--- src/core/fbc_pkg.sv ---
// Package for the flash bus host controller: widths and timing counts
package fbc_pkg;
	// Pin widths
	localparam int ADDR_W = 18;
	localparam int DATA_W = 16;
	// System clock period in ns
	localparam int CLK_PERIOD_NS = 100;
	// Select-to-data access time in ns
	localparam int SELECT_ACCESS_TIME_NS = 90;
	// Address access time in ns
	localparam int ADDRESS_ACCESS_TIME_NS = 90;
	// Least write strobe low width in ns
	localparam int WRITE_PULSE_NS = 35;
	// Least recovery between cycles in ns
	localparam int RECOVERY_NS = 30;
	// Reset pulse width in ns
	localparam int RESET_PULSE_NS = 500;
	// Read wait in cycles, rounded up
	localparam logic [3:0] READ_CYC = 4'((SELECT_ACCESS_TIME_NS + CLK_PERIOD_NS - 1) / CLK_PERIOD_NS);
	// Write strobe cycles, rounded up
	localparam logic [3:0] WRITE_CYC = 4'((WRITE_PULSE_NS + CLK_PERIOD_NS - 1) / CLK_PERIOD_NS);
	// Recovery cycles, rounded up
	localparam logic [3:0] RECOV_CYC = 4'((RECOVERY_NS + CLK_PERIOD_NS - 1) / CLK_PERIOD_NS);
	// Reset low cycles, rounded up
	localparam logic [3:0] RESET_CYC = 4'((RESET_PULSE_NS + CLK_PERIOD_NS - 1) / CLK_PERIOD_NS);
	// Controller states, one-hot
	typedef enum logic [4:0] {
		FBC_IDLE = 5'h01,
		FBC_READ = 5'h02,
		FBC_WRITE = 5'h04,
		FBC_RECOV = 5'h08,
		FBC_RESET = 5'h10
	} fbc_state_t;
endpackage

--- src/core/fbc_host.sv ---
// Host controller that drives a parallel NOR flash through its bus pins
// Function
// Read: select and gate low, strobe high.
// Write: strobe and select low, gate high.
// Device floats data while deselected.
// Reset low floats outputs, aborts operations.
// Width select high: all sixteen data pins.
// Width select low: low byte, top pin addresses.
// Word eighteen address bits, byte nineteen.
// Device starts in array read after reset.
// Array read needs no command.
// Command register not mapped at array addresses.
// Program data width follows width select.
// Erase targets sector, sectors or whole array; the model erases only the one 64-byte sector addressed.
// Autoselect returns identification on low byte.
// Status polled by normal reads on low byte.
// Wait select access time before read data.
// Deselection does not abort program or erase.
// Stable addresses bring automatic sleep, data latched.
// Never strobe and gate low together.
`timescale 1ns/10ps
`default_nettype none
module fbc_host (
	// Clock and reset
	input wire logic I_CLK_SYS,
	input wire logic I_RST,
	// User request port
	input wire logic I_REQ,
	input wire logic I_WR,
	input wire logic I_BYTE_MODE,
	input wire logic I_DEV_RESET,
	input wire logic [fbc_pkg::ADDR_W:0] I_ADDR,
	input wire logic [fbc_pkg::DATA_W-1:0] I_WDATA,
	output logic O_BUSY,
	output logic O_DONE,
	output logic [fbc_pkg::DATA_W-1:0] O_RDATA,
	// Flash control pins
	output logic O_SEL_N,
	output logic O_GATE_N,
	output logic O_STROBE_N,
	output logic O_RESET_N,
	output logic O_WIDTH_WORD,
	output logic [fbc_pkg::ADDR_W-1:0] O_ADDR,
	// Flash data pins, split into in, out and enable
	input wire logic [fbc_pkg::DATA_W-1:0] I_DQ,
	output logic [fbc_pkg::DATA_W-1:0] O_DQ,
	output logic [fbc_pkg::DATA_W-1:0] O_DQ_OE
);
	import fbc_pkg::*;

	// Current and next state
	fbc_state_t state;
	fbc_state_t next_state;
	// Cycle counter for the active phase
	logic [3:0] cnt;
	logic [3:0] next_cnt;
	// Two-stage synchroniser for the data pins
	logic [DATA_W-1:0] dq_meta;
	logic [DATA_W-1:0] dq_sync;
	// Latched byte mode for the running cycle
	logic byte_q;

	// Decodes of state and counter
	wire logic in_idle = (state == FBC_IDLE);
	wire logic cnt_done = (cnt == 4'h0);
	wire logic take_req = in_idle && I_REQ;
	// Read returns after the pin sync delay too
	wire logic [3:0] read_total = READ_CYC + 4'h2;
	// Byte mode: top data pin carries lowest address bit
	wire logic [DATA_W-1:0] byte_dq = {I_ADDR[0], 7'h00, I_WDATA[7:0]};
	wire logic [DATA_W-1:0] byte_oe = {1'b1, 7'h00, 8'hff};
	// Low byte for byte reads, full word otherwise
	wire logic [DATA_W-1:0] rd_value = byte_q ? {8'h00, dq_sync[7:0]} : dq_sync;

	// Next state selection
	always_comb begin
		next_state = state;
		next_cnt = cnt_done ? 4'h0 : cnt - 4'h1;
		unique case (state)
			FBC_IDLE: begin
				if (I_DEV_RESET) begin
					next_state = FBC_RESET;
					next_cnt = RESET_CYC;
				end else if (I_REQ && I_WR) begin
					next_state = FBC_WRITE;
					next_cnt = WRITE_CYC;
				end else if (I_REQ) begin
					next_state = FBC_READ;
					next_cnt = read_total;
				end
			end
			FBC_READ: begin
				if (cnt_done) begin
					next_state = FBC_RECOV;
					next_cnt = RECOV_CYC;
				end
			end
			FBC_WRITE: begin
				if (cnt_done) begin
					next_state = FBC_RECOV;
					next_cnt = RECOV_CYC;
				end
			end
			FBC_RECOV: begin
				if (cnt_done) begin
					next_state = FBC_IDLE;
				end
			end
			FBC_RESET: begin
				if (cnt_done) begin
					next_state = FBC_RECOV;
					next_cnt = RECOV_CYC;
				end
			end
		endcase
	end

	// State register
	always_ff @(posedge I_CLK_SYS) begin
		if (I_RST) begin
			state <= FBC_IDLE;
			cnt <= 4'h0;
		end else begin
			state <= next_state;
			cnt <= next_cnt;
		end
	end

	// Data pin synchroniser; pins come from outside the clock domain
	always_ff @(posedge I_CLK_SYS) begin
		dq_meta <= I_DQ;
		dq_sync <= dq_meta;
	end

	// Control pins; all deasserted in reset so the flash idles
	always_ff @(posedge I_CLK_SYS) begin
		if (I_RST) begin
			O_SEL_N <= 1'b1;
			O_GATE_N <= 1'b1;
			O_STROBE_N <= 1'b1;
			O_RESET_N <= 1'b1;
		end else begin
			// read levels
			// write levels
			// strobe and gate exclusive
			O_SEL_N <= !(next_state == FBC_READ || next_state == FBC_WRITE);
			O_GATE_N <= !(next_state == FBC_READ);
			O_STROBE_N <= !(next_state == FBC_WRITE);
			// reset pulse out
			O_RESET_N <= !(next_state == FBC_RESET);
		end
	end

	// Address, width and data drive, latched at request
	always_ff @(posedge I_CLK_SYS) begin
		if (I_RST) begin
			O_ADDR <= '0;
			O_WIDTH_WORD <= 1'b1;
			O_DQ <= '0;
			O_DQ_OE <= '0;
			byte_q <= 1'b0;
		end else if (take_req && !I_DEV_RESET) begin
			// word uses bits 18:1, byte adds bit 0
			O_ADDR <= I_ADDR[ADDR_W:1];
			// word width select
			// byte width select
			O_WIDTH_WORD <= !I_BYTE_MODE;
			byte_q <= I_BYTE_MODE;
			// program data width
			O_DQ <= I_BYTE_MODE ? byte_dq : I_WDATA;
			// Write drives data; byte read still drives the address pin
			O_DQ_OE <= I_WR ? (I_BYTE_MODE ? byte_oe : '1) : (I_BYTE_MODE ? {1'b1, 15'h0000} : '0);
		end else if (in_idle) begin
			// Release data pins between cycles
			O_DQ_OE <= '0;
		end
	end

	// Handshake outputs and captured read data
	always_ff @(posedge I_CLK_SYS) begin
		if (I_RST) begin
			O_BUSY <= 1'b0;
			O_DONE <= 1'b0;
			O_RDATA <= '0;
		end else begin
			O_BUSY <= (next_state != FBC_IDLE);
			O_DONE <= (state != FBC_IDLE) && (next_state == FBC_IDLE);
			// sample after access time
			// status via normal read
			if (state == FBC_READ && cnt_done) begin
				O_RDATA <= rd_value;
			end
		end
	end

	// Read strobe width tracker for the assertions
	logic [3:0] gate_len;
	always_ff @(posedge I_CLK_SYS) begin
		if (I_RST || O_GATE_N) begin
			gate_len <= 4'h0;
		end else if (gate_len != 4'hf) begin
			gate_len <= gate_len + 4'h1;
		end
	end
endmodule
`default_nettype wire

--- config.mk ---
export PLATFORM = sky130hd
export DESIGN_NAME = fbc_host
export DESIGN_NICKNAME = d
export VERILOG_FILES = /design/src/core/fbc_pkg.sv /design/src/core/fbc_host.sv
export SDC_FILE = /design/constraint.sdc
export NUM_CORES = 1
export LEC_CHECK = 0
export BUFFER_PORTS_ARGS = -buffer_cell sky130_fd_sc_hd__buf_4
export CAP_MARGIN = 20
export CORE_MARGIN = 4
export CORE_UTILIZATION = 48
export CTS_CLUSTER_DIAMETER = 120
export CTS_CLUSTER_SIZE = 16
export DETAILED_ROUTE_END_ITERATION = 12
export PLACE_DENSITY = 0.79
export SLEW_MARGIN = 10
export SYNTH_ARGS = -nofsm -noshare
export SYNTH_HDL_FRONTEND = slang
export SYNTH_SLANG_ARGS = --single-unit
--- constraint.sdc ---
create_clock -name I_CLK_SYS -period 2.8 [get_ports I_CLK_SYS]
set_clock_uncertainty 0.2 [all_clocks]
set_input_delay 0.84 -clock I_CLK_SYS [delete_from_list [all_inputs] [get_ports I_CLK_SYS]]
set_output_delay 0.84 -clock I_CLK_SYS [all_outputs]
set_load 0.01 [all_outputs]
==> flow_metrics.py <==
metrics = {
    "setup_path": {
        "rr_worst_depth": 6,
        "r2r_end": "O_DONE",
        "startpoint": "state[1]",
        "reg2reg_from": "state[1]",
        "startpoint_type": "register",
        "critPathMaxFanout": 10,
        "critPathKind": "register to register",
        "r2r_slack_ns": 0.59,
        "cp.arrival_ns": 2.28,
        "cp_data_required_time_ns": 2.87,
        "endpoint_kind": "register",
    },
    "yosys": {
        "synth_seq_area_share_pct": 57.63,
        "yosysWarnings": 0,
        "syn_nets": 434,
        "synth-adder-area-share_pct": 0.7062,
        "syn_area_um2": 3543,
        "synth_xor_area_share_pct": 0.7415,
        "synth_compound_area_share_pct": 11.65,
        "synth_simple_gate_area_share_pct": 19.84,
        "syn_avg_cell_area_um2": 9.449,
        "ys_types": 46,
        "synth_top_family_by_area": "simple AND/OR/NAND/NOR gates",
        "muxShareOfSynthArea_pct": 2.542,
        "synth_cells": 375,
        "synth_seq_cells": 102,
    },
    "min_path": {
        "min-delay-start": "dq_meta[14]",
        "hold_class": "register to register",
        "holdPathEnd": "dq_sync[14]",
        "min_delay_path_depth": 0,
    },
    "die": {
        "ios": 130,
        "coreArea_um2": 7214,
        "die_h_um": 93.92,
        "row_count": 31,
        "start_util_pct": 49.12,
        "die_w_um": 93.92,
        "fp.dieArea_um2": 8821,
    },
    "detailed_routing": {
        "dr.pass1.iters": 5,
        "via_per_inst": 4.973,
        "drcViolationCount": 0,
        "wire_per_inst_um": 13.82,
        "drt-total-wl_mm": 8.154,
        "num_vias": 2934,
        "drt-initial-drc-count": 126,
        "antenna_left": 0,
    },
    "timing": {
        "rsz0062_at_grt": "false",
        "tightest_slew_ns": 0.5552,
        "slew_violations": 0,
        "fmax_mhz": 452.4,
        "finalSetupViolCount": 0,
        "hold_viol_final": 0,
        "period_minus_slack_ns": 2.211,
        "relSlewSlack_pct": 62.83,
        "setup_tns_ns": 0,
        "setup_ws_ns": 0.5895,
        "fin_crit_sh_pct": 78.95,
    },
    "power_and_ir_drop": {
        "worst_ir_drop_vdd_uv": 368.1,
        "p_per_area_nw_per_um2": 632.3,
        "p_leak_nw": 2.051,
    },
    "clocking": {
        "clk_latency_ns": 0.35,
        "htreeDepth": 3,
        "cts_root_buffer": "clkbuf_8",
        "clk_pin_slew_worst_paths_ns": 0.11,
        "ctsHoldBuffers": 0,
        "clk_path_buf_depth": 2,
        "numClockSinks": 102,
        "cts_resized": 0,
        "cts_setup_buffers": 0,
        "numCtsBuffers": 9,
        "cts_tree": "yes",
    },
    "cells_and_area": {
        "nets": 545,
        "layout_commonest_cell": "buf_4",
        "nFillCells": 630,
        "syn_to_final_growth_pct": 31.29,
        "drive_above_1_share_pct": 32.99,
        "layout.cells.most_common_list": "buf_4 (135), dfxtp_1 (102), nand2_1 (70), a21oi_1 (53), nor2_1 (39)",
        "antennaDiodeCount": 0,
    },
    "placement": {
        "gp_congestion": 0.8532,
        "io_buffers": 129,
        "dpl.hpwl_mm": 5.929,
        "place_ws_ns": 0.4354,
    },
    "global_routing": {
        "grt_overflow": 0,
        "grt_pass1_wl_mm": 13.20,
        "antenna_found_initial": 0,
        "grt_start_max_net_pins": 41,
        "grt.total_usage_pct": 18.86,
        "grt_pass1_vias": 2864,
    },
    "flow_run": {
        "maxCapViolCount": 0,
    },
    "status": {
        "status": "completed",
    },
}
-- area by class of cell --
class | count | area [um^2] | area share, %
clock buffers | 9 | 123.9 | 2.663
clock inverters | 7 | 73.82 | 1.587
inverters | 4 | 15.01 | 0.3228
multi-input cells | 234 | 1260 | 27.08
flip-flops and latches | 102 | 2042 | 43.89
well taps | 99 | 123.9 | 2.663
repair buffers | 135 | 1013 | 21.79
-- kinds of logic (layout without fill, tap and decap cells) --
family | after synthesis | after routing
buffers and inverters | 39 | 155
DFF | 102 | 102
xor gates and xnor gates | 3 | 3
AOI/OAI and AO/OA | 71 | 71
adders and majority gates | 2 | 2
and+or+nand+nor | 149 | 149
muxes | 9 | 9
-- worst max path at each step --
stage	endpoint	depth (start not counted)
floorplan	O_RDATA[11]	8
global placement	O_SEL_N	7
detailed placement	O_ADDR[9]	7
CTS	O_RDATA[13]	8
global route	O_RDATA[13]	8
finish	O_DONE	6
-- report_power, final --
part	internal, mW	switching (mW)
sequential	1.53	0.0526
combinational	0.221	0.251
clock	0.353	0.535
-- synth_stat cells, drive strengths merged --
| cell type | number | area share (%) |
|---|---|---|
| dfxtp | 102 | 58 |
| nand2 | 70 | 7.4 |
| a21oi | 54 | 7.7 |
| nor2 | 40 | 4.2 |
| buf | 19 | 3.9 |
| clkbuf | 16 | 2.5 |
| mux2i | 9 | 2.5 |
| nor3b | 9 | 2.0 |
| nand3b | 7 | 1.5 |
| nor3 | 6 | 0.85 |
| a211oi | 4 | 0.85 |
| inv | 4 | 0.42 |
| nor4b | 3 | 0.92 |
| o21ai | 3 | 0.53 |
| and3 | 2 | 0.42 |
| ha | 2 | 0.71 |
| nand3 | 2 | 0.42 |
| nand4 | 2 | 0.35 |
| nor2b | 2 | 0.35 |
| or3 | 2 | 0.35 |
| xnor2 | 2 | 0.49 |
| a211o | 1 | 0.25 |
| a21boi | 1 | 0.32 |
| a2bb2oi | 1 | 0.25 |
| nand2b | 1 | 0.18 |
| nand4b | 1 | 0.25 |
| nor4 | 1 | 0.18 |
| o211a | 1 | 0.28 |
| o211ai | 1 | 0.21 |
| o21ba | 1 | 0.28 |
| o22ai | 1 | 0.18 |
| o2bb2ai | 1 | 0.25 |
| o32a | 1 | 0.28 |
| o32ai | 1 | 0.25 |
| or4b | 1 | 0.39 |
| xor2 | 1 | 0.25 |
-- flip-flops by register name (all words and copies together) (netlist names), 3 cells and up --
register	flops
O_DQ	16
dq_sync	16
O_DQ_OE	3
O_RDATA	16
cnt	4
O_ADDR	18
dq_meta	16
state	5
-- critical path: stages, from the launching register on --
cell and delay (ns):
dfxtp_1 0.42, or4b_4 0.59, nor2_1 0.22, nor3_1 0.10, a21oi_2 0.23, nand3_2 0.12
nor4b_2 0.25
-- per-stage QoR --
stage	utilization (%)	power [mW]	hold WS [ns]	cells	area, um^2
global route	64.48	3.083	0.1415	590	4652
CTS	64.48	2.960	0.1383	590	4652
floorplan	-	1.907	0.1096	375	3543
global placement	61.74	2.063	0.1101	574	4454
detailed placement	61.74	2.081	0.1121	574	4454
finish	64.48	2.941	0.1312	590	4652
-- metal layers --
layer | part of all wire, % | GRT usage (%) | vias to the layer above
li1 | - | - | 1461
met1 | 40 | 21.72 | 1376
met2 | 54 | 33.83 | 90
met3 | 5.5 | 4.567 | 7
met4 | 0.63 | 6.619 | 0
met5 | 0 | 0 | -
No activity file was read; power rests on OpenSTA's default activity.
